<file path="src/ipvb_defs.svh">
// Behaviour
// - a two-bit level code per source: 00 off, 01/10/11 levels 0/1/2.
// - after reset every level field reads zero: all sources disabled.
// - serial register bits 7-6 bus-status level, bits 5-4 transmit.
// - serial register bits 3-2 receive level, bits 1-0 general call.
// - timer register (index 5): timer 1 in bits 15-14, timer 0 in 13-12.
// - timer register: second comparator bits 11-10, first bits 9-8.
// - pwm register (index 6): fault level bits 11-10, reload bits 9-8.
// - pwm register: zero-crossing bits 7-6, second converter bits 5-4.
// - pwm register: first converter bits 3-2, interval timer 2 bits 1-0.
// - vector base (index 7) bits 13-0 are the top 14 of 21 address bits.
// - the winner gives the low 7 address bits, appended below the base.
// - vector base resets to 0x0080 (address 0x004000), small variant 0.
// - bits 5-0 of a fast match register name the source served fast.
// - a fast interrupt beats other level-2 sources; fast 0 beats fast 1.
`ifndef IPVB_DEFS_SVH
`define IPVB_DEFS_SVH
// register indices; byte address is four times the index
`define IPVB_IDX_SERIAL 6'h04
`define IPVB_IDX_TIMER 6'h05
`define IPVB_IDX_PWM 6'h06
`define IPVB_IDX_VBASE 6'h07
`define IPVB_IDX_FAST0 6'h08
`define IPVB_IDX_FAST1 6'h0B
`define IPVB_IDX_STATUS 6'h10
`define IPVB_IDX_MASK 6'h11
`define IPVB_IDX_VECTOR 6'h12
// implemented bits of each register
`define IPVB_SERIAL_BITS 16'h00FF
`define IPVB_TIMER_BITS 16'hFF00
`define IPVB_PWM_BITS 16'h0FFF
`define IPVB_VBASE_BITS 16'h3FFF
`define IPVB_FAST_BITS 16'h003F
// reset values
`define IPVB_LEVEL_RST 16'h0000
`define IPVB_VBASE_RST 16'h0080
`define IPVB_VBASE_RST_SMALL 16'h0000
`define IPVB_FAST_RST 16'h0000
// vector number of source 0; source i uses this plus i
`define IPVB_VEC_FIRST 7'h20
// ranks used in arbitration
`define IPVB_RANK_FAST1 3'h4
`define IPVB_RANK_FAST0 3'h5
// interrupt status bits
`define IPVB_EV_RAISE 0
`define IPVB_EV_CHANGE 1
`endif

</file>
<file path="src/ipvb_pkg.sv">
package ipvb_pkg;
  // two-bit level codes of each source field
  typedef enum logic [1:0]
  {
    IPVB_LVL_OFF = 2'b00,
    IPVB_LVL_0 = 2'b01,
    IPVB_LVL_1 = 2'b10,
    IPVB_LVL_2 = 2'b11
  } ipvb_level_type;
  typedef logic [2:0] ipvb_rank_type;
  typedef logic [6:0] ipvb_vecnum_type;
endpackage : ipvb_pkg

</file>
<file path="src/ipvb_top.sv">
// The Wishbone register port was left to the implementer.
`timescale 1ns/1ps
`include "ipvb_defs.svh"
module ipvb_top
#(
  parameter int NSRC = 14,
  parameter bit SMALL_VARIANT = 1'b0
)
(
  // clock and reset
  input wire logic clk_in,
  input wire logic rst_n_in,
  // wishbone slave
  input wire logic wb_cyc_in,
  input wire logic wb_stb_in,
  input wire logic wb_we_in,
  input wire logic [7:0] wb_adr_in,
  input wire logic [3:0] wb_sel_in,
  input wire logic [31:0] wb_dat_in,
  output logic [31:0] wb_dat_out,
  output logic wb_ack_out,
  // peripheral requests, same clock
  input wire logic [NSRC-1:0] irq_src_in,
  // core side
  output logic core_req_out,
  output logic [1:0] core_level_out,
  output logic [20:0] vector_address_bus_out,
  // block interrupt
  output logic irq_out
);

  logic [15:0] serial_q;
  logic [15:0] timer_q;
  logic [15:0] pwm_q;
  logic [15:0] vbase_q;
  logic [15:0] fast0_q;
  logic [15:0] fast1_q;
  logic [1:0] status_q;
  logic [1:0] mask_q;
  logic [1:0] events;
  logic ack_q;
  logic [31:0] rdat_q;
  logic req_q;
  logic [1:0] level_q;
  logic [20:0] vab_q;
  logic irq_q;
  logic [5:0] idx;
  logic access;
  logic wr;
  logic [15:0] lane_mask;
  logic [15:0] rd_word;
  logic [2*NSRC-1:0] levels;
  ipvb_pkg::ipvb_rank_type rank [NSRC];
  ipvb_pkg::ipvb_vecnum_type vecnum [NSRC];
  ipvb_pkg::ipvb_rank_type best_rank;
  ipvb_pkg::ipvb_vecnum_type best_vec;
  logic [1:0] best_level;
  logic any;

  localparam logic [15:0] VBASE_RESET =
    SMALL_VARIANT ? `IPVB_VBASE_RST_SMALL : `IPVB_VBASE_RST;

  // bus decode; only the two low byte lanes carry register data
  assign idx = wb_adr_in[7:2];
  assign access = wb_cyc_in & wb_stb_in;
  assign wr = access & wb_we_in & ack_q;
  assign lane_mask = {{8{wb_sel_in[1]}}, {8{wb_sel_in[0]}}};

  // ack one cycle after the request, dropped the cycle after
  always_ff @(posedge clk_in or negedge rst_n_in)
  begin
    if (!rst_n_in)
      ack_q <= 1'b0;
    else
      ack_q <= access & ~ack_q;
  end

  // level registers; reserved bits are not stored so they read zero
  always_ff @(posedge clk_in or negedge rst_n_in)
  begin
    if (!rst_n_in)
    begin
      serial_q <= `IPVB_LEVEL_RST;
      timer_q <= `IPVB_LEVEL_RST;
      pwm_q <= `IPVB_LEVEL_RST;
    end
    else if (wr)
    begin
      if (idx == `IPVB_IDX_SERIAL)
        serial_q <= (serial_q & ~lane_mask) |
          (wb_dat_in[15:0] & lane_mask & `IPVB_SERIAL_BITS);
      if (idx == `IPVB_IDX_TIMER)
        timer_q <= (timer_q & ~lane_mask) |
          (wb_dat_in[15:0] & lane_mask & `IPVB_TIMER_BITS);
      if (idx == `IPVB_IDX_PWM)
        pwm_q <= (pwm_q & ~lane_mask) |
          (wb_dat_in[15:0] & lane_mask & `IPVB_PWM_BITS);
    end
  end

  // vector base and fast match registers
  always_ff @(posedge clk_in or negedge rst_n_in)
  begin
    if (!rst_n_in)
    begin
      vbase_q <= VBASE_RESET;
      fast0_q <= `IPVB_FAST_RST;
      fast1_q <= `IPVB_FAST_RST;
    end
    else if (wr)
    begin
      if (idx == `IPVB_IDX_VBASE)
        vbase_q <= (vbase_q & ~lane_mask) |
          (wb_dat_in[15:0] & lane_mask & `IPVB_VBASE_BITS);
      if (idx == `IPVB_IDX_FAST0)
        fast0_q <= (fast0_q & ~lane_mask) |
          (wb_dat_in[15:0] & lane_mask & `IPVB_FAST_BITS);
      if (idx == `IPVB_IDX_FAST1)
        fast1_q <= (fast1_q & ~lane_mask) |
          (wb_dat_in[15:0] & lane_mask & `IPVB_FAST_BITS);
    end
  end

  // read mux; unmapped indices answer zero
  always_comb
  begin
    case (idx)
      `IPVB_IDX_SERIAL: rd_word = serial_q;
      `IPVB_IDX_TIMER: rd_word = timer_q;
      `IPVB_IDX_PWM: rd_word = pwm_q;
      `IPVB_IDX_VBASE: rd_word = vbase_q;
      `IPVB_IDX_FAST0: rd_word = fast0_q;
      `IPVB_IDX_FAST1: rd_word = fast1_q;
      `IPVB_IDX_STATUS: rd_word = {14'h0000, status_q};
      `IPVB_IDX_MASK: rd_word = {14'h0000, mask_q};
      `IPVB_IDX_VECTOR: rd_word = {req_q, level_q, 6'h00, vab_q[6:0]};
      default: rd_word = 16'h0000;
    endcase
  end

  // read data captured with the ack
  always_ff @(posedge clk_in or negedge rst_n_in)
  begin
    if (!rst_n_in)
      rdat_q <= 32'h0000_0000;
    else if (access & ~ack_q)
      rdat_q <= {16'h0000, rd_word};
    else
      rdat_q <= 32'h0000_0000;
  end

  // one flat field vector: source i lives in levels[2i+1:2i]
  assign levels = {pwm_q[11:0], timer_q[15:8], serial_q[7:0]};

  // per-source rank: 0 disabled, 1..3 the coded level, 4..5 fast
  generate
    for (genvar i = 0; i < NSRC; i++)
    begin : g_src
      logic [1:0] code;
      logic live;
      assign code = levels[2*i+1:2*i];
      assign vecnum[i] = `IPVB_VEC_FIRST + 7'(i);
      assign live = irq_src_in[i] & (code != ipvb_pkg::IPVB_LVL_OFF);
      always_comb
      begin
        if (!live)
          rank[i] = 3'h0;
        else if ({1'b0, fast0_q[5:0]} == vecnum[i])
          rank[i] = `IPVB_RANK_FAST0;
        else if ({1'b0, fast1_q[5:0]} == vecnum[i])
          rank[i] = `IPVB_RANK_FAST1;
        else
          rank[i] = {1'b0, code};
      end
    end
  endgenerate

  // pick the highest rank; scanning downward with >= lets the
  // lower vector number take ties
  always_comb
  begin
    best_rank = 3'h0;
    best_vec = 7'h00;
    for (int j = NSRC - 1; j >= 0; j--)
    begin
      if (rank[j] != 3'h0 && rank[j] >= best_rank)
      begin
        best_rank = rank[j];
        best_vec = vecnum[j];
      end
    end
    any = (best_rank != 3'h0);
    // fast ranks are level 2 by construction; no code maps above 2
    if (best_rank >= 3'h3)
      best_level = 2'h2;
    else if (best_rank == 3'h0)
      best_level = 2'h0;
    else
      best_level = 2'(best_rank - 3'h1);
  end

  // core outputs registered: base on top, winner below
  always_ff @(posedge clk_in or negedge rst_n_in)
  begin
    if (!rst_n_in)
    begin
      req_q <= 1'b0;
      level_q <= 2'h0;
      vab_q <= 21'h00_0000;
    end
    else
    begin
      req_q <= any;
      level_q <= best_level;
      vab_q <= {vbase_q[13:0], best_vec};
    end
  end

  // events: a request appears, or the winner changes under it
  assign events[`IPVB_EV_RAISE] = any & ~req_q;
  assign events[`IPVB_EV_CHANGE] = any & req_q & (best_vec != vab_q[6:0]);

  // sticky status, write one to clear; a new event beats the clear
  always_ff @(posedge clk_in or negedge rst_n_in)
  begin
    if (!rst_n_in)
    begin
      status_q <= 2'h0;
      mask_q <= 2'h0;
    end
    else
    begin
      if (wr && idx == `IPVB_IDX_STATUS && wb_sel_in[0])
        status_q <= (status_q & ~wb_dat_in[1:0]) | events;
      else
        status_q <= status_q | events;
      if (wr && idx == `IPVB_IDX_MASK && wb_sel_in[0])
        mask_q <= wb_dat_in[1:0];
    end
  end

  // level interrupt, one cycle behind the status bits
  always_ff @(posedge clk_in or negedge rst_n_in)
  begin
    if (!rst_n_in)
      irq_q <= 1'b0;
    else
      irq_q <= |(status_q & mask_q);
  end

  assign wb_ack_out = ack_q;
  assign wb_dat_out = rdat_q;
  assign core_req_out = req_q;
  assign core_level_out = level_q;
  assign vector_address_bus_out = vab_q;
  assign irq_out = irq_q;

  logic seen_q;
  always_ff @(posedge clk_in or negedge rst_n_in)
  begin
    if (!rst_n_in)
      seen_q <= 1'b0;
    else
      seen_q <= 1'b1;
  end
endmodule : ipvb_top

</file>
<file path="config.mk">
export PLATFORM = sky130hd
export DESIGN_NAME = ipvb_top
export DESIGN_NICKNAME = d
export VERILOG_FILES = /design/src/ipvb_pkg.sv /design/src/ipvb_top.sv
export VERILOG_INCLUDE_DIRS = /design/src /design/src/src
export SDC_FILE = /design/constraint.sdc
export NUM_CORES = 1
export LEC_CHECK = 0
export BUFFER_PORTS_ARGS = -buffer_cell sky130_fd_sc_hd__buf_2
export CORE_AREA = 2 2 134 136
export CTS_BUF_LIST = sky130_fd_sc_hd__clkbuf_8 sky130_fd_sc_hd__clkbuf_16
export CTS_CLUSTER_DIAMETER = 120
export CTS_CLUSTER_SIZE = 10
export DETAILED_ROUTE_END_ITERATION = 6
export DIE_AREA = 0 0 136 138
export GPL_TIMING_DRIVEN = 0
export PLACE_DENSITY = 0.74
export SYNTH_ARGS = -nofsm -noshare
export SYNTH_HDL_FRONTEND = slang
export SYNTH_SLANG_ARGS = --single-unit
</file>
<file path="constraint.sdc">
create_clock -name clk_in -period 19.36 [get_ports clk_in]
set_input_delay 1.936 -clock clk_in [delete_from_list [all_inputs] [get_ports clk_in]]
set_output_delay 1.936 -clock clk_in [all_outputs]
set_load 0.02 [all_outputs]
</file>
## Word level (Yosys, flattened, before mapping)

Cells that the tools add are included.

| storage, ports and cells | value |
|---|---|
| flip-flop bits (word level) | 158 |
| bits of input ports | 63 |
| output and inout port bits | 58 |

| operators by class | value |
|---|---|
| add/sub/neg operators | 1 |
| magnitude comparators | 15 |
| equality and inequality tests | 38 |
| muxes and demuxes | 75 |
| bitwise gates (word level) | 42 |
| reductions and logical operators | 55 |

Operators with widths:

| operator | count |
|---|---|
| $eq 6x6->1 const B | 28 |
| $mux 3 | 56 |
| $pmux 16 s9 | 1 |
| $and 16x16->16 | 7 |
| $mux 7 | 13 |
| $reduce_bool 3->1 | 15 |
| $ge 3x3->1 | 13 |
| $or 16x6->16 | 2 |
| $reduce_bool 2->1 | 14 |
| $eq 6x3->1 const B | 4 |
| $and 1x1->1 | 21 |
| $eq 6x5->1 const B | 3 |
| $logic_and 1x1->1 | 18 |
| $mux 16 | 1 |
| $not 16->16 | 1 |
| $or 16x12->16 | 1 |
| $or 16x14->16 | 1 |
| $or 16x16->16 | 1 |
| $or 16x8->16 | 1 |
| $eq 6x4->1 const B | 2 |
| $reduce_and 2->1 | 6 |
| $ne 7x7->1 | 1 |
| $mux 2 | 3 |
| $mux 6 | 1 |
| other kinds (9) | 12 |

## Longest topological paths before layout

Gate-level depths: netlist (run 1).

| depth | value |
|---|---|
| word-level depth | 51 |
| gate-level depth with buffers | 104 |
| depth with buffers taken out | 101 |

## Worst setup path after synthesis (run 1)

No wires, ideal clock.

| timing | value |
|---|---|
| path type | in2reg |
| start point | in irq_src_in[13] |
| end point | reg status_q[0] |
| setup time | 0.121 ns |
| arrival | 19.635 ns |
| required time | 19.239 ns |
| slack | -0.396 ns |
| cell stages on the path | 90 |
| path through | o21ai_0 -> or2_2 -> ha_1 -> nand2_1 -> o21ai_0 -> and2_1 -> nor2_1 -> ha_1 -> nand2_1 -> o21ai_0 -> nand2_1 -> a21o_1 -> ha_1 -> o21ai_1 -> o21ba_2 -> a2bb2oi_1 -> mux2i_1 -> inv_1 -> [54 not listed] -> mux2_2 -> ha_1 -> nand2b_1 -> a21o_1 -> a21oi_1 -> or2_2 -> clkbuf_1 -> a31oi_1 -> ha_1 -> a21o_1 -> a21oi_1 -> or2_2 -> nand2_1 -> a31oi_1 -> a21oi_1 -> o211ai_1 -> or4_4 -> a22o_1 |

| between the ends | value |
|---|---|
| cells in the longest elaborated chain, start to end | 48 |

Ends and longest elaborated chain:

| what | RTL line | source |
|---|---|---|
| start, declared | ipvb_top.sv:23 | `input wire logic [NSRC-1:0] irq_src_in,` |
| $and 1x1->1 (*) | ipvb_top.sv:163 | `assign live = irq_src_in[i] & (code != ipvb_pkg::IPVB_LVL_OFF);` |
| $mux 3 (*) | ipvb_top.sv:166 | `if (!live)` |
| $ge 3x1->1 / $reduce_bool 3->1 (equally long branches) | ipvb_top.sv:186 | `if (rank[j] != 3'h0 && rank[j] >= best_rank)` |
| $logic_and 1x1->1 | ipvb_top.sv:186 |  |
| $mux 3 (*) | ipvb_top.sv:186 |  |
| $ge 3x3->1 | ipvb_top.sv:186 |  |
| $logic_and 1x1->1 | ipvb_top.sv:186 |  |
| $mux 3 (*) | ipvb_top.sv:186 |  |
| [33 not listed] | -- |  |
| $ge 3x3->1 | ipvb_top.sv:186 |  |
| $logic_and 1x1->1 | ipvb_top.sv:186 |  |
| $mux 3 (*) | ipvb_top.sv:186 |  |
| $reduce_bool 3->1 (*) | ipvb_top.sv:192 | `any = (best_rank != 3'h0);` |
| named net any | ipvb_top.sv:58 | `logic any;` |
| $and 1x1->1 (*) | ipvb_top.sv:220 | `` assign events[`IPVB_EV_RAISE] = any & ~req_q; `` |
| $or 2x2->2, on equally long branches | ipvb_top.sv:236, ipvb_top.sv:234 |  |
| $mux 2 (*) | ipvb_top.sv:233 | `` if (wr && idx == `IPVB_IDX_STATUS && wb_sel_in[0]) `` |
| end signal, assigned | ipvb_top.sv:234 | `status_q <= (status_q & ~wb_dat_in[1:0]) \| events;` |
| end signal, assigned | ipvb_top.sv:236 | `status_q <= status_q \| events;` |
| end, declared | ipvb_top.sv:38 | `logic [1:0] status_q;` |

Mark *: on every way through the listed nets, which the timed path passes. The rest lies on a longest branch.
A chain may end at the register's enable or synchronous reset.

## Worst setup path after layout (run 1)

Same ends and word-level chain as after synthesis.

==> impl_metrics.tcl, run 1 <==
set metrics [dict create \
    status "completed" \
    diodes 0 \
    rows 49 \
    gp_congestion 0.959 \
    grt-ovfl-total 0 \
    placed_cells 1227 \
    slowest_stage "or4_4" \
    core_sq_um 17500 \
    drc 0 \
    yosys_warnings 0 \
    drt_iter0_drc 785 \
    cts_made_buffers 17 \
    cp-start-kind "input port" \
    clkLatencyLatePin_ns 0.42 \
    avgSynthCellArea_sq_um 9.66 \
    hp-class "flip-flop to flip-flop" \
    ys_seq_elements 140 \
    fillCellCount 1457 \
    clock_sinks 140 \
    cpMostUsedCell "ha_1" \
    synthTopCellsByArea "dfrtp_1, mux2_2, nand2_1, ha_1, and2_1" \
    critPathTopFamily "compound AO/OA/AOI/OAI gates" \
    synth_adder_area_share_pct 4.32 \
    tritoncts "done" \
    power_leakage_nw 5.02 \
    max_stage_delay_ns 0.50 \
    hpwl_um 18500 \
    synth-compound-area-share_pct 20.1 \
    p_per_area_nw_per_um2 60.3 \
    drt_wl_total_um 25900 \
    antenna_left 0 \
    crit_type "input port to flip-flop" \
    clk_pin_slew_worst_paths_ns 0.05 \
    drv_cap 0 \
    area_growth_pct 25.6 \
    maxSlewHeadroom_pct 21.1 \
    grt_max_degree 76 \
    synth_edf_count 0 \
    setup_viol 0 \
    fin_crit_sh_pct 97.0 \
    io_pins 121 \
    syn-cell-area_sq_um 8680 \
    die_height_um 138 \
    fin_ws_ns 0.585 \
    place_ws_ns -2.72 \
    synthFlopType "dfrtp_1" \
    finClkSkew_ns 0.00632 \
    grt_antenna_before_repair 0 \
    post-route-min-period_ns 18.77 \
    drive_above_1_share_pct 33.5 \
    max_freq_mhz 53.3 \
    cts_max_path_buffers 2 \
    grt_pass1_wl_um 39700 \
    synth.largest_area_cell "dfrtp_1" \
    synthSimpleGateAreaFrac_pct 20.4 \
    cp-end-kind "flip-flop" \
    nets 1156 \
    yosys.area_share.xor_xnor_pct 0 \
    synthArstFlopShare_pct 100 \
    synth_top_family_by_area "simple AND/OR/NAND/NOR gates" \
    synthCells 899 \
    crit_required_ns 19.67 \
    worstPathArrival_ns 19.09 \
    synth_seq_area_share_pct 40.4 \
    first_global_vias 7434 \
    initial_core_util_pct 49.5 \
    cts_root_buffer "clkbuf_16" \
    peakVddDrop_mv 0.0568 \
    tightest_slew_ns 1.17 \
    dieArea_sq_um 18800 \
    synthMuxAreaShare_pct 10.8 \
    path_max_fanout 8 \
    cts_max_level 4 \
    path_buf_inv 6 \
    io_buffers 81 \
    post_layout_nonfiller_instances 1302 \
    synth.distinct_cells 84 \
    die_w_um 136 \
    finalHoldViolCount 0 \
    grt_usage_pct 27.2 \
    post_drt_wl_per_cell_um 19.9 \
    vias 7955 \
    synth_top_area_share_pct 40.1 \
    vias_per_cell 6.11 \
    drt-pass1-iter-count 6 \
    drv_slew 0 \
    r2r_setup_slack_ns 0.96 \
]
==> final cells by class <==
| cell class | instances | area (sq um) | share of cell area (%) |
|---|---|---|---|
| buffer | 40 | 238 | 2.18 |
| multi-input combinational | 707 | 5420 | 49.7 |
| clock buffer | 19 | 453 | 4.15 |
| sequential | 140 | 3500 | 32.1 |
| inverter | 27 | 101 | 0.929 |
| tap | 229 | 287 | 2.63 |
| clock inverter | 10 | 103 | 0.941 |
| timing repair buffer | 130 | 800 | 7.33 |
==> metrics by stage <==
stage	TNS, ns	total power [mW]	instance area (sq um)	utilization (%)	hold WS, ns
floorplan	0	0.328	8760	-	0.364
global placement	-19.77	0.348	9450	53.9	0.390
detailed placement	-21.40	0.350	9500	54.2	0.395
CTS	0	0.656	10400	59.3	0.407
global route	-0.859	0.676	10900	62.2	0.417
finish	0	0.657	10900	62.2	0.405
==> cell usage after synthesis, drive strengths merged, types with 7 or more instances <==
master / n
a31oi: 9
mux2: 59
dfrtp: 139
buf: 24
a222oi: 17
a221oi: 7
nand3: 22
nor2b: 17
nand2: 115
o21ai: 58
and2: 57
a22oi: 11
and3: 11
inv: 27
o21a: 14
a21o: 11
a211oi: 8
nor2: 54
nand2b: 15
mux2i: 14
o211ai: 10
a21oi: 43
clkbuf: 18
ha: 30
or2: 9
==> logic make-up (layout without fill, tap and decap cells) <==
logic type	Yosys count	after routing
and+or+nand+nor	339	339
AOI/OAI and AO/OA	241	241
DFF	140	140
muxes	79	79
buffers and inverters	69	226
adders and majority gates	30	30
other	1	18
==> power by group <==
group / total [mW] / switching [mW] / internal [mW]
Sequential: 0.301 / 0.00452 / 0.296
Combinational: 0.0490 / 0.0305 / 0.0186
Clock: 0.308 / 0.116 / 0.192
Total: 0.657 / 0.151 / 0.506
==> routing by layer <==
layer  share of wire (%)  up-vias  GRT usage, %
li1                    -     3611             -
met1                  42     3853          36.5
met2                  47      410          42.5
met3                 7.4       81          5.65
met4                 4.3        0          11.8
met5                   0        -             0
==> placed cells by master (no fill, tap or decap), types with 7 or more instances in the layout <==
master,Yosys,routed
a22oi_1,9,9
and3_1,11,11
mux2i_1,14,13
ha_1,30,23
a31oi_1,9,9
mux2_2,59,56
nand2b_1,15,9
o21a_1,14,12
a222oi_1,17,17
and2_1,56,53
a21o_1,11,11
buf_4,18,66
nor2_1,52,44
conb_1,1,18
o21ai_0,52,39
a21oi_2,1,9
nand2_1,114,109
a21oi_1,42,31
o21ai_1,6,8
clkbuf_1,17,15
nand3_1,20,16
inv_1,27,29
dfrtp_1,139,139
clkbuf_16,0,17
o21ai_2,0,7
buf_2,3,83
nor2b_1,17,14
o211ai_1,9,9
==> path summary, 6_finish.rpt <==
path / depth (start not counted) / startpoint / to
max: 94 / irq_src_in[13] / status_q[0]$_DFF_PN0_
min: 0 / flip-flop / vector_address_bus_out[16]$_DFF_PN0_
max reg2reg: 95 / flip-flop / status_q[0]$_DFF_PN0_
min reg2reg: 0 / flip-flop / vector_address_bus_out[16]$_DFF_PN0_
max in group asynchronous: 2 / rst_n_in / async pin
min in group asynchronous: 1 / rst_n_in / vector_address_bus_out[19]$_DFF_PN0_
==> worst reg2reg max path: cells and delay by family, from the launching register on <==
kind / cells / cell delay, ns
simple gates: 32 / 4.69
buf+inv: 5 / 0.65
compound gates: 43 / 8.32
fa+ha+maj: 13 / 3.54
flops: 1 / 0.42
mux: 2 / 0.64
==> repair_timing <==
item / in CTS / in global routing
pin swaps: 25 / 41
hold buffers: 0 / 0
endpoints found under the hold margin: 0 / 0
setup buffers: 22 / 26
endpoints found under the setup margin: 10 / 10
resized for setup: 45 / 70
Power figures use the tool's default switching activity.
==> run 2, diff against run 1 <==
Settings changed: PLACE_DENSITY 0.74 to not set, PLACE_DENSITY_LB_ADDON set to 0.2.
==> impl_metrics.tcl, run 2 (synthesized netlist as in run 1, its figures left out) <==
set metrics [dict create \
    cp-end-kind "flip-flop" \
    tritoncts "done" \
    crit_required_ns 19.66 \
    grt_antenna_before_repair 0 \
    slowest_stage "or4_4" \
    power.total_mw 0.717 \
    p_per_area_nw_per_um2 64.7 \
    dieArea_sq_um 18800 \
    grt-ovfl-total 0 \
    die_w_um 136 \
    drt-pass1-iter-count 6 \
    clkLatencyLatePin_ns 0.42 \
    io_buffers 81 \
    max_stage_delay_ns 0.43 \
    finClkSkew_ns 0.00753 \
    max_freq_mhz 53.3 \
    die_height_um 138 \
    cts_root_buffer "clkbuf_16" \
    core_sq_um 17500 \
    hpwl_um 18600 \
    antenna_left 0 \
    io_pins 121 \
    drt_wl_total_um 25800 \
    hp-class "flip-flop to flip-flop" \
    peakVddDrop_mv 0.0663 \
    wl_met3_um 1880 \
    hold_buffers 0 \
    cpMostUsedCell "ha_1" \
    grt_max_degree 73 \
    r2r_cells 98 \
    diodes 0 \
    holdPathEnd "vector_address_bus_out[7]$_DFF_PN0_" \
    grt_pass1_wl_um 39400 \
    fin_crit_sh_pct 96.9 \
    r2r_end "status_q[0]$_DFF_PN0_" \
    worstPathArrival_ns 19.07 \
    rows 49 \
    initial_core_util_pct 49.5 \
    post_drt_wl_per_cell_um 19.8 \
    gp_congestion 0.916 \
    vias_per_cell 5.97 \
    area_growth_pct 27.7 \
    grt_usage_pct 27.1 \
    clock_sinks 140 \
    nets 1153 \
    holdPathStages 0 \
    power_leakage_nw 5.06 \
    maxSlewHeadroom_pct 13.3 \
    cts_max_path_buffers 2 \
    tightest_slew_ns 1.28 \
    finalHoldViolCount 0 \
    drv_slew 0 \
    drt-met1-wl_um 11200 \
    cp-start-kind "input port" \
    post-route-min-period_ns 18.77 \
    cts_made_buffers 17 \
    highest_layer "met4" \
    drive_above_1_share_pct 34.0 \
    status "completed" \
    layout_commonest_cell "dfrtp_1" \
    drt_iter0_drc 740 \
    vias 7762 \
    r2r_setup_slack_ns 0.83 \
    path_max_fanout 7 \
    layout_common_cells "dfrtp_1, nand2_1, buf_2, buf_4, mux2_2" \
    drc 0 \
    final_core_util_pct 63.2 \
    wl_met2_um 11800 \
    drv_cap 0 \
    clk_pin_slew_worst_paths_ns 0.06 \
    setup_viol 0 \
    cts_max_level 4 \
    first_global_vias 7198 \
    crit_type "input port to flip-flop" \
]
## run 2: worst max-delay path by stage
stage	start	endpoint
after global routing	irq_src_in[13]	status_q[0]$_DFF_PN0_
final	irq_src_in[13]	status_q[0]$_DFF_PN0_
after global placement	irq_src_in[13]	status_q[0]$_DFF_PN0_
after CTS	irq_src_in[13]	status_q[0]$_DFF_PN0_
after detailed placement	irq_src_in[13]	status_q[0]$_DFF_PN0_
after floorplan	irq_src_in[13]	status_q[0]$_DFF_PN0_
## run 2: power breakdown
part	internal (mW)	leakage [nW]	switching, mW
Sequential	0.296	1.95	0.00431
Combinational	0.0187	2.79	0.0302
Clock	0.247	0.327	0.121
## run 2: stage by stage
step / instance area [sq um] / setup slack [ns] / instances / hold slack, ns / TNS (ns)
after floorplan: 8760 / 0.0503 / 916 / 0.364 / 0
after global placement: 9450 / -2.79 / 1226 / 0.388 / -22.40
after detailed placement: 9500 / -2.81 / 1227 / 0.395 / -22.48
after CTS: 10500 / 0.0421 / 1277 / 0.412 / 0
after global routing: 11100 / -0.273 / 1300 / 0.419 / -0.881
final: 11100 / 0.592 / 1300 / 0.410 / 0
## run 2: layer usage
layer  GRT usage, %  up-vias
li1               -     3612
met4           11.2        0
met1           39.4     3737
met2           40.3      356
met5              0        -
met3           4.51       57
## run 2: cell type report
class	count	area (sq um)
fill	1478	6450
multi-input combinational	707	5500
sequential	140	3500
timing repair buffer	127	783
clock buffer	19	453
tap	229	287
buffer	40	238
clock inverter	11	218
inverter	27	101
## run 2: timing repair
| item | 4_1_cts | 5_1_grt |
|---|---|---|
| setup endpoints to repair | 10 | 10 |
| pin swaps | 21 | 58 |
| buffers inserted | 22 | 23 |
| gates resized for setup | 42 | 84 |
## run 2: critical path, delay by kind of cell
kind	cells	cell delay, ns
AO/OA/AOI/OAI	41	7.36
adder cells (fa/ha/maj)	13	3.37
multiplexers	3	0.93
AND/OR/NAND/NOR	34	4.69
buffers and inverters	6	0.74
